$ cat config.mk
export PLATFORM = sky130hd
export DESIGN_NAME = adc_result_timestamp_regs
export DESIGN_NICKNAME = d
export VERILOG_FILES = /design/src/hw/arts_pkg.sv /design/src/hw/arts_slot_if.sv /design/src/hw/arts_edge_detect.sv /design/src/hw/arts_result_slot.sv /design/src/hw/adc_result_timestamp_regs.sv
export SDC_FILE = /design/constraint.sdc
export NUM_CORES = 1
export LEC_CHECK = 0
export BUFFER_PORTS_ARGS = -buffer_cell sky130_fd_sc_hd__buf_2
export CAP_MARGIN = 30
export CORE_MARGIN = 2
export CORE_UTILIZATION = 52
export CTS_CLUSTER_DIAMETER = 200
export DETAILED_ROUTE_END_ITERATION = 6
export PLACE_DENSITY = 0.8
export RECOVER_POWER = 25
export REMOVE_ABC_BUFFERS = 1
export SETUP_SLACK_MARGIN = 0.05
export SYNTH_ARGS = -nofsm -noshare
export SYNTH_HDL_FRONTEND = slang
export SYNTH_HIERARCHICAL = 1
export SYNTH_SLANG_ARGS = --single-unit
$ cat constraint.sdc
create_clock -name core_clk_in -period 1.5 [get_ports core_clk_in]
set_input_delay 0.15 -clock core_clk_in [delete_from_list [all_inputs] [get_ports core_clk_in]]
set_output_delay 0.15 -clock core_clk_in [all_outputs]
set_load 0.01 [all_outputs]
$ cat src/hw/arts_pkg.sv
// Constants and types shared by the conversion result and time stamp block.
// Assumes a single core clock domain; this file holds no logic.
package arts_pkg;

    // Channel count and field widths
    localparam int ARTS_NUM_CH    = 4;
    localparam int ARTS_CODE_W    = 10;
    localparam int ARTS_STAMP_W   = 6;
    localparam int ARTS_REG_W     = 16;
    localparam int ARTS_CH_IDX_W  = 2;

    // Field positions inside every result register
    localparam int ARTS_CODE_LSB  = 0;
    localparam int ARTS_CODE_MSB  = 9;
    localparam int ARTS_STAMP_LSB = 10;
    localparam int ARTS_STAMP_MSB = 15;

    // Counter limits
    localparam logic [5:0] ARTS_STAMP_MAX  = 6'h3F;
    localparam logic [5:0] ARTS_STAMP_ZERO = 6'h00;
    localparam logic [5:0] ARTS_STAMP_STEP = 6'h01;

    // Reset values
    localparam logic [15:0] ARTS_RESULT_RST = 16'h0000;
    localparam logic [9:0]  ARTS_CODE_RST   = 10'h000;
    localparam logic [5:0]  ARTS_STAMP_RST  = 6'h00;

    // Scale of one code step, for software conversion only
    localparam real ARTS_MV_PER_STEP   = 3.519;
    localparam real ARTS_DEGC_PER_STEP = 0.7015;
    localparam real ARTS_DEGC_OFFSET   = 198.36;

    // Channel index, also the read selector index of its result register
    typedef enum logic [1:0] {
        ARTS_CH_AIN_FOUR = 2'h0,
        ARTS_CH_AIN_SIX  = 2'h1,
        ARTS_CH_DIE_TEMP = 2'h2,
        ARTS_CH_GATE_TH  = 2'h3
    } arts_chan_type;

endpackage : arts_pkg

$ cat src/hw/arts_slot_if.sv
// Carrier between the top and one result slot.
// Assumes both ends run on core_clk_in.
`timescale 1ns/100ps
interface arts_slot_if;
    import arts_pkg::*;
    logic                    capture;  // One-cycle capture strobe
    logic [ARTS_STAMP_W-1:0] stamp;    // Counter value to latch
    logic [ARTS_CODE_W-1:0]  code;     // Conversion code to latch
    logic [ARTS_REG_W-1:0]   value;    // Assembled register image

    modport owner (output capture, output stamp, output code, input value);
    modport slot  (input capture, input stamp, input code, output value);
endinterface : arts_slot_if

$ cat src/hw/arts_edge_detect.sv
// Two-stage synchroniser and any-edge detector for the drive input pin.
// Assumes the pin is asynchronous to core_clk_in and slower than it, and
// that reset is held at least three clocks so the chain tracks the pin.
`timescale 1ns/100ps
module arts_edge_detect
    import arts_pkg::*;
(
    input  wire logic core_clk_in,   // Core clock
    input  wire logic nrst_in,       // Sync reset, active low
    input  wire logic pin_in,        // Raw drive input pin
    output logic      level_out,     // Synchronised level
    output logic      edge_out       // Pulse on either edge
);

    typedef struct packed {
        logic sync_a;
        logic sync_b;
        logic prev;
    } arts_edge_state_type;

    arts_edge_state_type state_r;
    arts_edge_state_type state_nxt;

    always_comb begin
        state_nxt        = state_r;
        state_nxt.sync_a = pin_in;
        state_nxt.sync_b = state_r.sync_a;
        state_nxt.prev   = state_r.sync_b;
    end

    // Chain keeps sampling through reset, so a pin idling high
    // shows no false edge on release
    always_ff @(posedge core_clk_in) begin
        state_r <= state_nxt;
    end

    assign level_out = state_r.sync_b;
    // Rising and falling both count; nothing reported while in reset
    assign edge_out  = nrst_in & (state_r.sync_b ^ state_r.prev);

endmodule : arts_edge_detect

$ cat src/hw/arts_result_slot.sv
// One result register: stamp field over conversion code field.
// Assumes the owner raises capture for one cycle per valid conversion.
`timescale 1ns/100ps
module arts_result_slot
    import arts_pkg::*;
(
    input  wire logic     core_clk_in,   // Core clock
    input  wire logic     nrst_in,       // Sync reset, active low
    arts_slot_if.slot     port_if        // Capture in, image out
);

    typedef struct packed {
        logic [ARTS_STAMP_W-1:0] stamp;
        logic [ARTS_CODE_W-1:0]  code;
    } arts_slot_state_type;

    arts_slot_state_type state_r;
    arts_slot_state_type state_nxt;

    // Both fields move on one strobe so a read never mixes conversions
    always_comb begin
        state_nxt = state_r;
        if (port_if.capture) begin
            state_nxt.stamp = port_if.stamp;
            state_nxt.code  = port_if.code;
        end
    end

    always_ff @(posedge core_clk_in) begin
        if (!nrst_in) begin
            state_r.stamp <= ARTS_STAMP_RST;
            state_r.code  <= ARTS_CODE_RST;
        end else begin
            state_r <= state_nxt;
        end
    end

    assign port_if.value[ARTS_STAMP_MSB:ARTS_STAMP_LSB] = state_r.stamp;
    assign port_if.value[ARTS_CODE_MSB:ARTS_CODE_LSB]   = state_r.code;

endmodule : arts_result_slot

$ cat src/hw/adc_result_timestamp_regs.sv
// Conversion result registers with drive-edge time stamps, four sources.
// Assumes the conversion engine runs on core_clk_in and gives one-cycle
// done strobes; the serial register engine reads the images below.
`timescale 1ns/100ps

// Summary of operation
// Stamp counter steps on both drive edges
// Counter wraps from 63 to zero
// Input four stamp latched only on valid conversion
// Input four low bits hold latest code
// Input six stamp and code latched together
// Die temperature code kept in low bits
// Die temperature stamp latched on its conversion
// Gate threshold code and stamp latched on conversion
// Stamp and code update in same cycle
module adc_result_timestamp_regs
    import arts_pkg::*;
(
    input  wire logic                     core_clk_in,           // Core clock, 50 MHz
    input  wire logic                     nrst_in,               // Sync reset, active low
    input  wire logic                     drive_input_positive_in, // Drive input pin
    input  wire logic                     conv_valid_in,         // Valid conversion done
    input  wire logic [ARTS_CH_IDX_W-1:0] conv_chan_in,          // Channel of that result
    input  wire logic [ARTS_CODE_W-1:0]   conv_code_in,          // Conversion code
    input  wire logic                     read_req_in,           // Register read strobe
    input  wire logic [ARTS_CH_IDX_W-1:0] read_sel_in,           // Register index to read
    output logic      [ARTS_REG_W-1:0]    read_data_out,         // Read image, registered
    output logic                          read_valid_out,        // Read data valid pulse
    output logic      [ARTS_REG_W-1:0]    ain_four_result_out,   // Input four result
    output logic      [ARTS_REG_W-1:0]    ain_six_result_out,    // Input six result
    output logic      [ARTS_REG_W-1:0]    die_temperature_result_out, // Die temp result
    output logic      [ARTS_REG_W-1:0]    gate_threshold_result_out,  // Gate level result
    output logic      [ARTS_STAMP_W-1:0]  stamp_count_out,       // Live stamp counter
    output logic                          drive_level_out        // Synchronised drive level
);

    typedef struct packed {
        logic [ARTS_STAMP_W-1:0] stamp_cnt;
        logic [ARTS_REG_W-1:0]   rd_data;
        logic                    rd_valid;
    } arts_top_state_type;

    arts_top_state_type state_r;
    arts_top_state_type state_nxt;

    logic                  drive_edge;
    logic                  drive_level;
    logic [ARTS_REG_W-1:0] result_img [ARTS_NUM_CH];
    logic [ARTS_NUM_CH-1:0] cap_sel;

    arts_edge_detect u_edge (
        .core_clk_in (core_clk_in),
        .nrst_in     (nrst_in),
        .pin_in      (drive_input_positive_in),
        .level_out   (drive_level),
        .edge_out    (drive_edge)
    );

    // One slot per source; the stamp is the count held before this edge,
    // so a conversion and an edge in one cycle keep the older value.
    genvar ch;
    generate
        for (ch = 0; ch < ARTS_NUM_CH; ch++) begin : g_slot
            arts_slot_if slot_if ();

            assign cap_sel[ch] = conv_valid_in
                                 && (conv_chan_in == ARTS_CH_IDX_W'(ch));
            assign slot_if.capture = cap_sel[ch];
            assign slot_if.stamp   = state_r.stamp_cnt;
            assign slot_if.code    = conv_code_in;
            assign result_img[ch]  = slot_if.value;

            arts_result_slot u_slot (
                .core_clk_in (core_clk_in),
                .nrst_in     (nrst_in),
                .port_if     (slot_if)
            );
        end
    endgenerate

    always_comb begin
        state_nxt = state_r;
        if (drive_edge) begin
            // Natural 6-bit rollover, written out for clarity
            if (state_r.stamp_cnt == ARTS_STAMP_MAX) begin
                state_nxt.stamp_cnt = ARTS_STAMP_ZERO;
            end else begin
                state_nxt.stamp_cnt = state_r.stamp_cnt + ARTS_STAMP_STEP;
            end
        end
        state_nxt.rd_valid = read_req_in;
        if (read_req_in) begin
            // Every 2-bit index is mapped, so no unmapped answer exists
            state_nxt.rd_data = result_img[read_sel_in];
        end
    end

    always_ff @(posedge core_clk_in) begin
        if (!nrst_in) begin
            state_r.stamp_cnt <= ARTS_STAMP_RST;
            state_r.rd_data   <= ARTS_RESULT_RST;
            state_r.rd_valid  <= 1'b0;
        end else begin
            state_r <= state_nxt;
        end
    end

    assign read_data_out              = state_r.rd_data;
    assign read_valid_out             = state_r.rd_valid;
    assign ain_four_result_out        = result_img[ARTS_CH_AIN_FOUR];
    assign ain_six_result_out         = result_img[ARTS_CH_AIN_SIX];
    assign die_temperature_result_out = result_img[ARTS_CH_DIE_TEMP];
    assign gate_threshold_result_out  = result_img[ARTS_CH_GATE_TH];
    assign stamp_count_out            = state_r.stamp_cnt;
    assign drive_level_out            = drive_level;

endmodule : adc_result_timestamp_regs

* Word-level counts from Yosys, hierarchy flattened
Cells that the tools add are included.
** Operators by class
- Add/subtract/negate cells :: 1
- $lt $le $gt $ge :: 1
- Reduce and logical (&&, ||, !) cells :: 5
- Multiplexer cells :: 4
- Eq/ne operators :: 4
- Bitwise operators :: 3
** Operator list (count)
- binary-select mux 16 bit (select 2 bit) :: 1
- two-way mux 16 bit :: 2
- adder 6 x 1 -> 6 bit (second input constant) :: 1
- == test 6 bit (second input constant) :: 1
- two-way mux 6 bit :: 1
- == test 2 bit (second input constant) :: 2
- logical AND 1 bit :: 4
- greater-or-equal comparator 3 bit (second input constant) :: 1
- NOT 2 -> 3 bit :: 1
- == test 2 x 1 -> 1 bit (second input constant) :: 1
- logical NOT 2 bit :: 1
- AND 1 bit :: 1
- bitwise XOR 1 bit :: 1
** Word-level totals
- Word-level logic and storage cells :: 32
- Input bits :: 19
- Register bits after elaboration :: 90

* Depth between registers and ports, before layout
Gate-level depths: netlist of the first run.
- Depth in word-level cells :: 4
- Gate-level depth with buffers :: 6

* Modules after synthesis
Netlist of the first run, hierarchy kept.
** Modules (own cells, without submodules)
- arts_result_slot :: area each 615.6 sq um, instances 4, cells each 51, sequential area each 320.3 sq um
- adc_result_timestamp_regs :: area each 1312.5 sq um, instances 1, cells each 108, sequential area each 460.4 sq um
- arts_edge_detect :: area each 75.1 sq um, instances 1, cells each 5, sequential area each 60.1 sq um

* Worst setup path after synthesis of the first run
OpenSTA, ideal clock, no wires.
- Path kind :: register to register
- Start :: register u_edge.state_r (netlist bit u_edge/level_out)
- End :: register state_r (netlist bit stamp_count_out[5])
- Cell stages (with the launch flop) :: 6
- Arrival time :: 1.275 ns
- Period minus slack after synthesis :: 1.394 ns
- Path buffers :: 0
- Path slack :: 0.106 ns
- Required time :: 1.381 ns
- Cell sequence :: dfxtp_1 -> xor2_1 -> and2_1 -> and4_1 -> a21oi_1 -> o221a_2
** On the way
- Cells in the longest elaborated chain, start to end :: 2
** RTL lines
- start: declaration :: RTL line arts_edge_detect.sv:21 : arts_edge_state_type state_r;
- start signal: assignment :: RTL line arts_edge_detect.sv:34 : state_r <= state_nxt;
- bitwise XOR 1 bit :: RTL line arts_edge_detect.sv:39 : assign edge_out = nrst_in & (state_r.sync_b ^ state_r.prev);
- AND 1 bit :: RTL line arts_edge_detect.sv:39
- named net drive_edge :: RTL line adc_result_timestamp_regs.sv:46 : logic drive_edge;
- end signal: assignment :: RTL line adc_result_timestamp_regs.sv:104 : state_r <= state_nxt;
- end: declaration :: RTL line adc_result_timestamp_regs.sv:43 : arts_top_state_type state_r;
The timed path passes the listed nets, and every way through them passes these cells.
A chain may end at the register's enable or synchronous reset.

* Worst setup path after layout of the first run
Ends and elaborated chain as after synthesis.

==> impl_metrics.json, run 1 <==
{
  "outcome": "complete, no violations",
  "reg2reg_from": "u_edge/level_out",
  "port_buffers": 106,
  "cts_htree_levels": 3,
  "hp-start": "conv_code_in[2]",
  "fraction_of_layout_instances_using_a_drive_strength_above_1_pct": 34.2,
  "vias": 2766,
  "routed_via_density": 5.17,
  "critical_path_peak_fanout": 3,
  "routabilityCongestion": 0.755,
  "detail_route.drc_violations": 0,
  "cp.required_ps": 1740,
  "timing.critical_path.arrival_ps": 1620,
  "ant_diodes": 0,
  "grt_use_total_pct": 21.7,
  "grt_first_pass_wirelength_um": 13900,
  "layout_worst_path_cycle_share_pct": 91.7,
  "power.leakage_nw": 2.03,
  "post_layout_nonfiller_instances": 535,
  "maximum_number_of_pins_on_one_net_before_global_route_repair": 37,
  "clock_skew_ps": 7.82,
  "seq_area_frac_synth_pct": 46.8,
  "number_of_filler_instances_in_the_final_layout": 607,
  "die_area_um2": 8110,
  "final_number_of_max_transition_violations": 0,
  "io-pin-count": 107,
  "cts_inserted_buffers": 9,
  "fp-row-count": 31,
  "start_util_pct": 53.4,
  "worstHoldPathType": "in -> reg",
  "synth_enable_flop_cells": 0,
  "register_bit_count_reported_by_yosys": 90,
  "ctsLongestPathBuffers": 2,
  "total_power_mw": 4.58,
  "cell_area_after_placement_um2": 4470,
  "routed_wirelength_um": 8730,
  "dpl.hpwl_um": 5980,
  "clock_latency_ps": 350,
  "maxClockFrequency_ghz": 0.727,
  "number_of_global_route_vias_before_repair": 2802,
  "tns_ps": 0,
  "initial_antenna_violation_count": 0,
  "synthTopCellsByArea": "sky130_fd_sc_hd__dfxtp_1 (47%), sky130_fd_sc_hd__mux2i_1 (21%), sky130_fd_sc_hd__nor2b_1 (11%)",
  "mean_instance_size_in_the_synthesized_netlist_um2": 12.1,
  "core_area_um2": 7210,
  "grt_setup_unrepaired": "no",
  "yosys.cell_types.count": 28,
  "cap_viol_max_count": 0,
  "clock_sinks": 90,
  "regArea_um2": 1800,
  "end_kind": "flip-flop",
  "finalSetupViolations": 0,
  "worstSetupStartpoint": "u_edge/level_out",
  "clkSlewWorstSetupHoldPaths_ps": 90,
  "placed_cells_incl_taps": 518,
  "antenna_left": 0,
  "multi_input_comb_area_um2": 1850,
  "dr.pass1.iters": 4,
  "asyncSetResetFlopFracSynth_pct": 0,
  "yosys_most_used_dff": "sky130_fd_sc_hd__dfxtp_1",
  "cts_root_cell": "sky130_fd_sc_hd__clkbuf_8",
  "tritoncts_clock_tree": "built",
  "cts.repair_timing.setup_buffer_count": 0,
  "syn-instance-count": 317,
  "transition_time_at_the_pin_with_the_least_slew_margin_ps": 1370,
  "timing.max_slew.rel_slack_pct": 8.62,
  "grt_overflow": 0,
  "critical_path.startpoint_type": "flip-flop",
  "synth_common_cells": "sky130_fd_sc_hd__dfxtp_1 (90), sky130_fd_sc_hd__mux2i_1 (80), sky130_fd_sc_hd__nor2b_1 (65)",
  "yosysTopAreaCell": "sky130_fd_sc_hd__dfxtp_1",
  "synthMostInstantiatedCell": "sky130_fd_sc_hd__dfxtp_1",
  "detailedRoute.firstIterationViolations": 89,
  "crit_type": "reg -> reg",
  "finalWorstPathRequiredPeriod_ps": 1370,
  "final_net_count": 451,
  "yosysWarnings": 6,
  "power.ir.vdd_worst_uv": 469,
  "post_layout_util_pct": 64.4,
  "vertical_die_dimension_um": 90.0,
  "die_w_um": 90.0,
  "area_growth_syn_to_layout_pct": 20.7,
  "synth_area_um2": 3850,
  "drt-wirelength-per-cell_um": 16.3,
  "synth_top_area_share_pct": 46.8,
  "postLayoutCellArea_um2": 4650,
  "report.final.hold_viol_count": 0,
  "pwr_dens_nw_per_um2": 986
}
-- path summary, 6_finish.rpt --
path / end / slack (ps) / cells past startpoint
min reg2reg: u_edge/level_out / 350 / 0
min: g_slot[2].u_slot/port_if.value[2] / 100 / 3
max: stamp_count_out[5] / 130 / 5
max reg2reg: stamp_count_out[5] / 130 / 5
-- area by class of cell --
cell class                      instances  area share [%]
Sequential cell                        90            38.8
Timing Repair Buffer                  123            14.2
Clock buffer                           11            3.26
Clock inverter                          5            1.13
Inverter                                1          0.0808
Tap cell                               99            2.67
Multi-Input combinational cell        206            39.9
-- stage by stage --
stage          worst slack (ps)  hold WS [ps]
2_1_floorplan              -859           178
3_3_place_gp                208           257
3_5_place_dp                128           254
4_1_cts                     113          86.2
5_1_grt                    71.1           125
6_report                    125          98.9
-- metal layers --
metal | vias up | wire, µm | track usage [%]
li1 | 1327 | - | -
met3 | 19 | 416 | 4.02
met4 | 0 | 224 | 10.9
met1 | 1330 | 3950 | 27.2
met5 | - | 0 | 0
met2 | 90 | 4140 | 35.8
-- logic make-up after synthesis --
family / share of synthesized area, %
simple gates: 14.7
mux: 30.7
flops: 46.8
buf+inv: 5.30
compound gates: 1.23
xor+xnor: 0.910
fa+ha+maj: 0.325
-- critical path: stages (launching register included) --
cell                      delay [ps]
sky130_fd_sc_hd__dfxtp_2         350
sky130_fd_sc_hd__xor2_1          170
sky130_fd_sc_hd__and2_1          190
sky130_fd_sc_hd__and4_4          230
sky130_fd_sc_hd__a21oi_1          70
sky130_fd_sc_hd__o221a_2         260
-- registers in the layout, indices dropped and copies added, names as in the netlist --
name	flops
g_slot.u_slot/port_if.value	64
read_data_out	16
stamp_count_out	6
read_valid_out	1
u_edge/level_out	1
u_edge/state_nxt	1
u_edge/state_r	1
-- report_power, final --
part	internal (mW)	total, mW	switching (mW)
Combinational	0.208	0.429	0.222
Sequential	2.44	2.48	0.0375
Clock	0.852	1.67	0.820
-- cells in the final DEF (no fill, tap or decap), types with 2 or more instances in the layout --
cell / synthesis / routed
sky130_fd_sc_hd__mux2i_1: 80 / 80
sky130_fd_sc_hd__clkinv_2: 0 / 3
sky130_fd_sc_hd__and2_1: 2 / 2
sky130_fd_sc_hd__clkbuf_8: 0 / 11
sky130_fd_sc_hd__xnor2_1: 2 / 2
sky130_fd_sc_hd__nand2_1: 3 / 3
sky130_fd_sc_hd__nor2_1: 19 / 19
sky130_fd_sc_hd__xor2_1: 2 / 2
sky130_fd_sc_hd__nand2b_1: 2 / 2
sky130_fd_sc_hd__buf_2: 2 / 104
sky130_fd_sc_hd__buf_4: 1 / 11
sky130_fd_sc_hd__clkbuf_1: 7 / 4
sky130_fd_sc_hd__nor2b_1: 65 / 65
sky130_fd_sc_hd__mux4_1: 6 / 6
sky130_fd_sc_hd__mux4_2: 10 / 10
sky130_fd_sc_hd__dfxtp_1: 90 / 89
sky130_fd_sc_hd__and4_4: 0 / 2
sky130_fd_sc_hd__a21oi_1: 3 / 3
sky130_fd_sc_hd__and3_1: 2 / 2
sky130_fd_sc_hd__clkbuf_2: 0 / 2
-- timing repair --
item                       in CTS  in global routing
setup endpoints to repair       0                  2
resized for setup               0                  3
hold buffers                    1                  0
hold endpoints to repair        1                  0
(Power assumes the default switching activity.)
==> run 2: changes to the inputs <==
CORE_UTILIZATION = 56   (was 52)
PLACE_DENSITY = 0.85   (was 0.8)
RECOVER_POWER = not set   (was 25)
clock period = 1.8 ns   (was 1.5 ns; I/O delays follow)
==> run 2 against run 1 <==
  * Critical path depth unchanged
  * Largest cell class unchanged
  * Combinational power decreased by 20%
  * Routed wire length decreased by 4.7%
  * Highest routed layer unchanged
  * Largest power group unchanged
  * Count of clock-buffer cells in the layout increased by 1
  * Critical endpoint unchanged
  * First-iteration DRC count decreased by 1.1%
  * Maximum frequency decreased by 9.2%
  * Die area decreased by 6.8%
  * Sequential share of layout area increased by 0.75 points
  * Sequential cell count unchanged
  * Via count decreased by 1.8%
  * Clock power decreased by 20%
==> impl_metrics.json, run 2 (synthesis results as in run 1) <==
{
  "outcome": "complete, no violations",
  "start_util_pct": 57.3,
  "finalWorstPathRequiredPeriod_ps": 1510,
  "tns_ps": 0,
  "clkPwrFrac_pct": 35.5,
  "maxClockFrequency_ghz": 0.660,
  "grt_use_total_pct": 22.5,
  "postLayoutCellArea_um2": 4560,
  "io-pin-count": 107,
  "post_layout_util_pct": 67.8,
  "clock_latency_ps": 350,
  "core_area_um2": 6720,
  "detail_route.drc_violations": 0,
  "seq_power_share_pct": 55.3,
  "cell_area_after_placement_um2": 4360,
  "dr.pass1.iters": 4,
  "maximum_number_of_pins_on_one_net_before_global_route_repair": 38,
  "die_w_um": 86.9,
  "cap_viol_max_count": 0,
  "routed_wirelength_um": 8320,
  "clock_sinks": 90,
  "timing.critical_path.cells": "xor2_1, and2_1, and4_1, a21oi_1, o221a_2",
  "flip_flop_count_of_the_largest_register_all_copies_and_words_added": 64,
  "port_buffers": 106,
  "detailedRoute.firstIterationViolations": 88,
  "number_of_global_route_vias_before_repair": 2566,
  "transition_time_at_the_pin_with_the_least_slew_margin_ps": 549,
  "cts_htree_levels": 3,
  "grt_overflow": 0,
  "tritoncts_clock_tree": "built",
  "placed_cells_incl_taps": 491,
  "final_number_of_max_transition_violations": 0,
  "vertical_die_dimension_um": 86.9,
  "cts_inserted_buffers": 9,
  "area_growth_syn_to_layout_pct": 18.3,
  "post-place-ws_ps": 340,
  "number_of_filler_instances_in_the_final_layout": 508,
  "timing.max_slew.rel_slack_pct": 63.4,
  "end_kind": "flip-flop",
  "timing.critical_path.arrival_ps": 1760,
  "final_cell_mix": "sky130_fd_sc_hd__buf_2 (106), sky130_fd_sc_hd__dfxtp_1 (90), sky130_fd_sc_hd__mux2i_1 (80)",
  "final_net_count": 443,
  "die_area_um2": 7550,
  "report.final.hold_viol_count": 0,
  "power.ir.vdd_worst_uv": 433,
  "antenna_left": 0,
  "initial_antenna_violation_count": 0,
  "routed_via_density": 5.36,
  "critical_path.startpoint_type": "flip-flop",
  "post_layout_nonfiller_instances": 507,
  "grt_first_pass_wirelength_um": 13000,
  "combinationalPowerShare_pct": 9.1,
  "clkSlewWorstSetupHoldPaths_ps": 90,
  "cts.repair_timing.setup_buffer_count": 0,
  "cp.required_ps": 2050,
  "fp-row-count": 30,
  "total_power_mw": 3.74,
  "crit_type": "reg -> reg",
  "multi_input_comb_area_um2": 1850,
  "largest_stage_delay_on_the_critical_path_ps": 360,
  "layout_worst_path_cycle_share_pct": 84.1,
  "regArea_um2": 1800,
  "power.share.switching_pct": 23.2,
  "grt_setup_unrepaired": "no",
  "intPower_mw": 2.87,
  "crit_path_top_delay_cell": "sky130_fd_sc_hd__dfxtp_1",
  "worstHoldPathType": "in -> reg",
  "drt-wirelength-per-cell_um": 16.4,
  "ctsLongestPathBuffers": 2,
  "vias": 2716,
  "power.leakage_nw": 1.99,
  "final_common_cell": "sky130_fd_sc_hd__buf_2",
  "finalSetupViolations": 0,
  "netsw_uw": 869,
  "finalHoldWorstSlack_ps": 145,
  "dpl.hpwl_um": 5610,
  "critical_path_peak_fanout": 7,
  "pwr_dens_nw_per_um2": 821,
  "ant_diodes": 0,
  "cts_root_cell": "sky130_fd_sc_hd__clkbuf_8",
  "fraction_of_layout_instances_using_a_drive_strength_above_1_pct": 32.8,
  "clock_skew_ps": 10.2,
  "postLayoutSetupSlackWorst_ps": 285,
  "routabilityCongestion": 0.813
}
## run 2: cell count changes in the layout (fill, tap and decap cells not counted), sizes merged
cell,before,now
clkbuf,17,12
clkinvlp,1,0
clkinv,3,2
buf,116,114
## run 2: area by class of cell
| type | count | share of cell area (%) |
|---|---|---|
| multi-input cells | 206 | 40.6 |
| clock inverters | 3 | 0.879 |
| well taps | 80 | 2.20 |
| clock buffers | 12 | 3.19 |
| flip-flops and latches | 90 | 39.5 |
| inverters | 1 | 0.0824 |
| repair buffers | 115 | 13.5 |
## run 2: repair_timing
action / CTS / global route
hold endpoints to repair: 1 / 0
hold buffers: 1 / 0
gates resized for setup: 0 / 0
## run 2: power by group through the flow
stage          Sequential, mW  Combinational [mW]  Clock (mW)
2_1_floorplan            2.13               0.163           0
3_3_place_gp             2.11               0.334           0
3_5_place_dp             2.12               0.342           0
4_1_cts                  2.07               0.345        1.35
5_1_grt                  2.08               0.371        1.42
6_report                 2.07               0.342        1.33
## run 2: per-layer routing
metal	GRT usage, %	part of all wire, %	wire, µm	up-vias
met1	29.3	45	3740	1313
li1	-	-	-	1316
met4	9.09	1.2	96	0
met2	36.8	49	4060	81
met5	0	0	0	-
met3	4.45	5.1	423	6
## run 2: critical path: cells and delay by family (launching register included)
kind            cells  cell delay, ps
simple gates        2             520
compound gates      2             380
flops               1             360
xor+xnor            1             140
## run 2: path summary, 6_finish.rpt
kind                            start                                 to  slack, ps  cells past startpoint
setup reg to reg     u_edge/level_out                 stamp_count_out[5]        290                      5
setup / recovery     u_edge/level_out                 stamp_count_out[5]        290                      5
hold / removal        conv_code_in[4]  g_slot[1].u_slot/port_if.value[4]        140                      3
hold reg to reg   u_edge/state_nxt[1]                   u_edge/level_out        330                      0
==> run 3: changes to the inputs <==
ABC_AREA = 1   (was not set)
CORE_UTILIZATION = 49   (was 56)
PLACE_DENSITY = 0.77   (was 0.85)
clock period = 1.3 ns   (was 1.8 ns; I/O delays follow)
==> run 3 against run 2 <==
  * Sequential power is 45% higher
  * Combinational power grew to 2.8 times the previous value
  * Total power increased by 57%
  * Sequential share of layout area shrank 5.9 points
  * Synthesized area is 19% higher
  * Largest cell class unchanged
==> impl_metrics.json, run 3 <==
{
  "grt_setup_unrepaired": "yes",
  "post-place-ws_ps": 74.8,
  "cp_top_family": "flip-flops",
  "total_power_mw": 5.88,
  "post_layout_nonfiller_instances": 956,
  "detailroute.wirelength.met3_um": 506,
  "timing.critical_path.arrival_ps": 1060,
  "register_bit_count_reported_by_yosys": 90,
  "cts_htree_levels": 3,
  "end_kind": "output port",
  "yosysTopAreaCell": "sky130_fd_sc_hd__dfxtp_1",
  "final_common_cell": "sky130_fd_sc_hd__nand2_1",
  "synth_top_area_share_pct": 39.5,
  "critical_path_peak_fanout": 5,
  "largest_stage_delay_on_the_critical_path_ps": 410,
  "routed_via_density": 4.49,
  "finalWorstPathRequiredPeriod_ps": 1190,
  "grt_first_pass_wirelength_um": 17500,
  "seq_area_frac_synth_pct": 39.5,
  "cts.repair_timing.setup_buffer_count": 0,
  "postLayoutSetupSlackWorst_ps": 113,
  "cts_inserted_buffers": 9,
  "critical_path.startpoint_type": "flip-flop",
  "flip_flop_count_of_the_largest_register_all_copies_and_words_added": 64,
  "area_growth_syn_to_layout_pct": 17.4,
  "clock_skew_ps": 8.73,
  "start_util_pct": 49.9,
  "asyncSetResetFlopFracSynth_pct": 0,
  "syn-instance-count": 739,
  "pwr_dens_nw_per_um2": 1100,
  "fp-row-count": 35,
  "die_area_um2": 10100,
  "power.ir.vdd_worst_uv": 482,
  "ant_diodes": 0,
  "cell_area_after_placement_um2": 5140,
  "detailedRoute.firstIterationViolations": 162,
  "synth_enable_flop_cells": 0,
  "grt_overflow": 0,
  "io-pin-count": 107,
  "grt_use_total_pct": 21.9,
  "top_layer_used": "met4",
  "synth_common_cells": "sky130_fd_sc_hd__nand2_1 (216), sky130_fd_sc_hd__nor2_1 (155), sky130_fd_sc_hd__inv_1 (154)",
  "routabilityCongestion": 0.851,
  "core_area_um2": 9150,
  "placed_cells_incl_taps": 940,
  "ctsLongestPathBuffers": 2,
  "cap_viol_max_count": 0,
  "timing.max_slew.rel_slack_pct": 72.6,
  "dpl.hpwl_um": 7230,
  "report.final.hold_viol_count": 0,
  "postLayoutCellArea_um2": 5360,
  "antenna_left": 0,
  "crit_path_top_delay_cell": "sky130_fd_sc_hd__dfxtp_1",
  "layout_worst_path_cycle_share_pct": 91.3,
  "routed_wirelength_um": 10900,
  "clock_latency_ps": 350,
  "yosys_most_used_dff": "sky130_fd_sc_hd__dfxtp_1",
  "yosys.cell_types.count": 19,
  "cp.required_ps": 1170,
  "worstHoldPathType": "in -> reg",
  "cts_root_cell": "sky130_fd_sc_hd__clkbuf_8",
  "vias": 4295,
  "tns_ps": 0,
  "final_net_count": 861,
  "crit_type": "reg -> out",
  "clkSlewWorstSetupHoldPaths_ps": 90,
  "routed-wl-met2_um": 5020,
  "mean_instance_size_in_the_synthesized_netlist_um2": 6.18,
  "port_buffers": 106,
  "final_number_of_max_transition_violations": 0,
  "wl_met1_um": 5220,
  "initial_antenna_violation_count": 0,
  "finalSetupViolations": 0,
  "dr.pass1.iters": 5,
  "outcome": "complete, no violations",
  "vertical_die_dimension_um": 101,
  "maximum_number_of_pins_on_one_net_before_global_route_repair": 56,
  "synth_area_um2": 4570,
  "post_layout_util_pct": 58.6,
  "transition_time_at_the_pin_with_the_least_slew_margin_ps": 410,
  "die_w_um": 101,
  "final_cell_mix": "sky130_fd_sc_hd__nand2_1 (214), sky130_fd_sc_hd__inv_1 (154), sky130_fd_sc_hd__nor2_1 (152)",
  "synthTopCellsByArea": "sky130_fd_sc_hd__dfxtp_1 (39%), sky130_fd_sc_hd__nand2_1 (18%), sky130_fd_sc_hd__nor2_1 (13%)",
  "clock_sinks": 90,
  "drt-wirelength-per-cell_um": 11.4,
  "yosysWarnings": 6,
  "buf_inv_on_cp": 2,
  "tritoncts_clock_tree": "built",
  "synthMostInstantiatedCell": "sky130_fd_sc_hd__nand2_1",
  "fraction_of_layout_instances_using_a_drive_strength_above_1_pct": 20.7,
  "timing.critical_path.cells": "buf_4, buf_2",
  "detail_route.drc_violations": 0,
  "maxClockFrequency_ghz": 0.842,
  "power.leakage_nw": 2.92,
  "finalHoldWorstSlack_ps": 88.2,
  "number_of_global_route_vias_before_repair": 3617
}
==> run 3: changes by cell type after synthesis, sizes merged, moves of 50 or more <==
cell | before | now
nor2 | 19 | 167
inv | 1 | 157
nor2b | 65 | 0
mux2i | 80 | 0
nand2 | 3 | 226
nand3 | 1 | 51
==> run 3: path summary, 6_finish.rpt <==
kind,slack (ps),endpoint,cells after the start,from
setup reg to reg,150,stamp_count_out[4],8,u_edge/level_out
hold reg to reg,340,u_edge/level_out,0,u_edge/state_nxt[1]
setup / recovery,110,stamp_count_out[4],2,stamp_count_out[4]
hold / removal,90,g_slot[3].u_slot/port_if.value[1],5,conv_code_in[1]
==> run 3: cells by family (layout without fill, tap and decap cells) <==
logic type	Yosys count	after routing	synth area share [%]
simple gates	448	448	39.5
buf+inv	192	298	19.7
flops	90	90	39.5
compound gates	8	8	0.987
fa+ha+maj	1	1	0.274
==> run 3: worst min-delay path, cell delays in order <==
cell	delay [ps]
sky130_fd_sc_hd__buf_2	120
sky130_fd_sc_hd__inv_1	50
sky130_fd_sc_hd__nand2_1	40
sky130_fd_sc_hd__nand2_1	50
sky130_fd_sc_hd__nor2_1	30
==> run 3: timing repair <==
action                                 CTS  global route
gates resized for setup                  0             8
setup endpoints to repair                0             4
hold buffers                             1             0
endpoints found under the hold margin    1             0
==> run 3: layout make-up <==
type                       count  area [µm²]
fill                         934        3790
tap                          111         139
inverter                     157         592
timing repair buffer         126         733
clock inverter                 6        67.6
sequential                    90        1800
multi-input combinational    457        1900
clock buffer                   9         124
==> run 3: metal layers <==
layer | up-vias | GRT usage (%)
li1 | 2309 | -
met1 | 1869 | 30.0
met2 | 105 | 35.1
met3 | 12 | 3.26
met4 | 0 | 8.01
met5 | - | 0
==> run 3: report_power, final <==
group	switching [mW]	internal [mW]
logic	0.583	0.375
clock network	1.03	0.885
registers	0.108	2.90
total	1.72	4.16
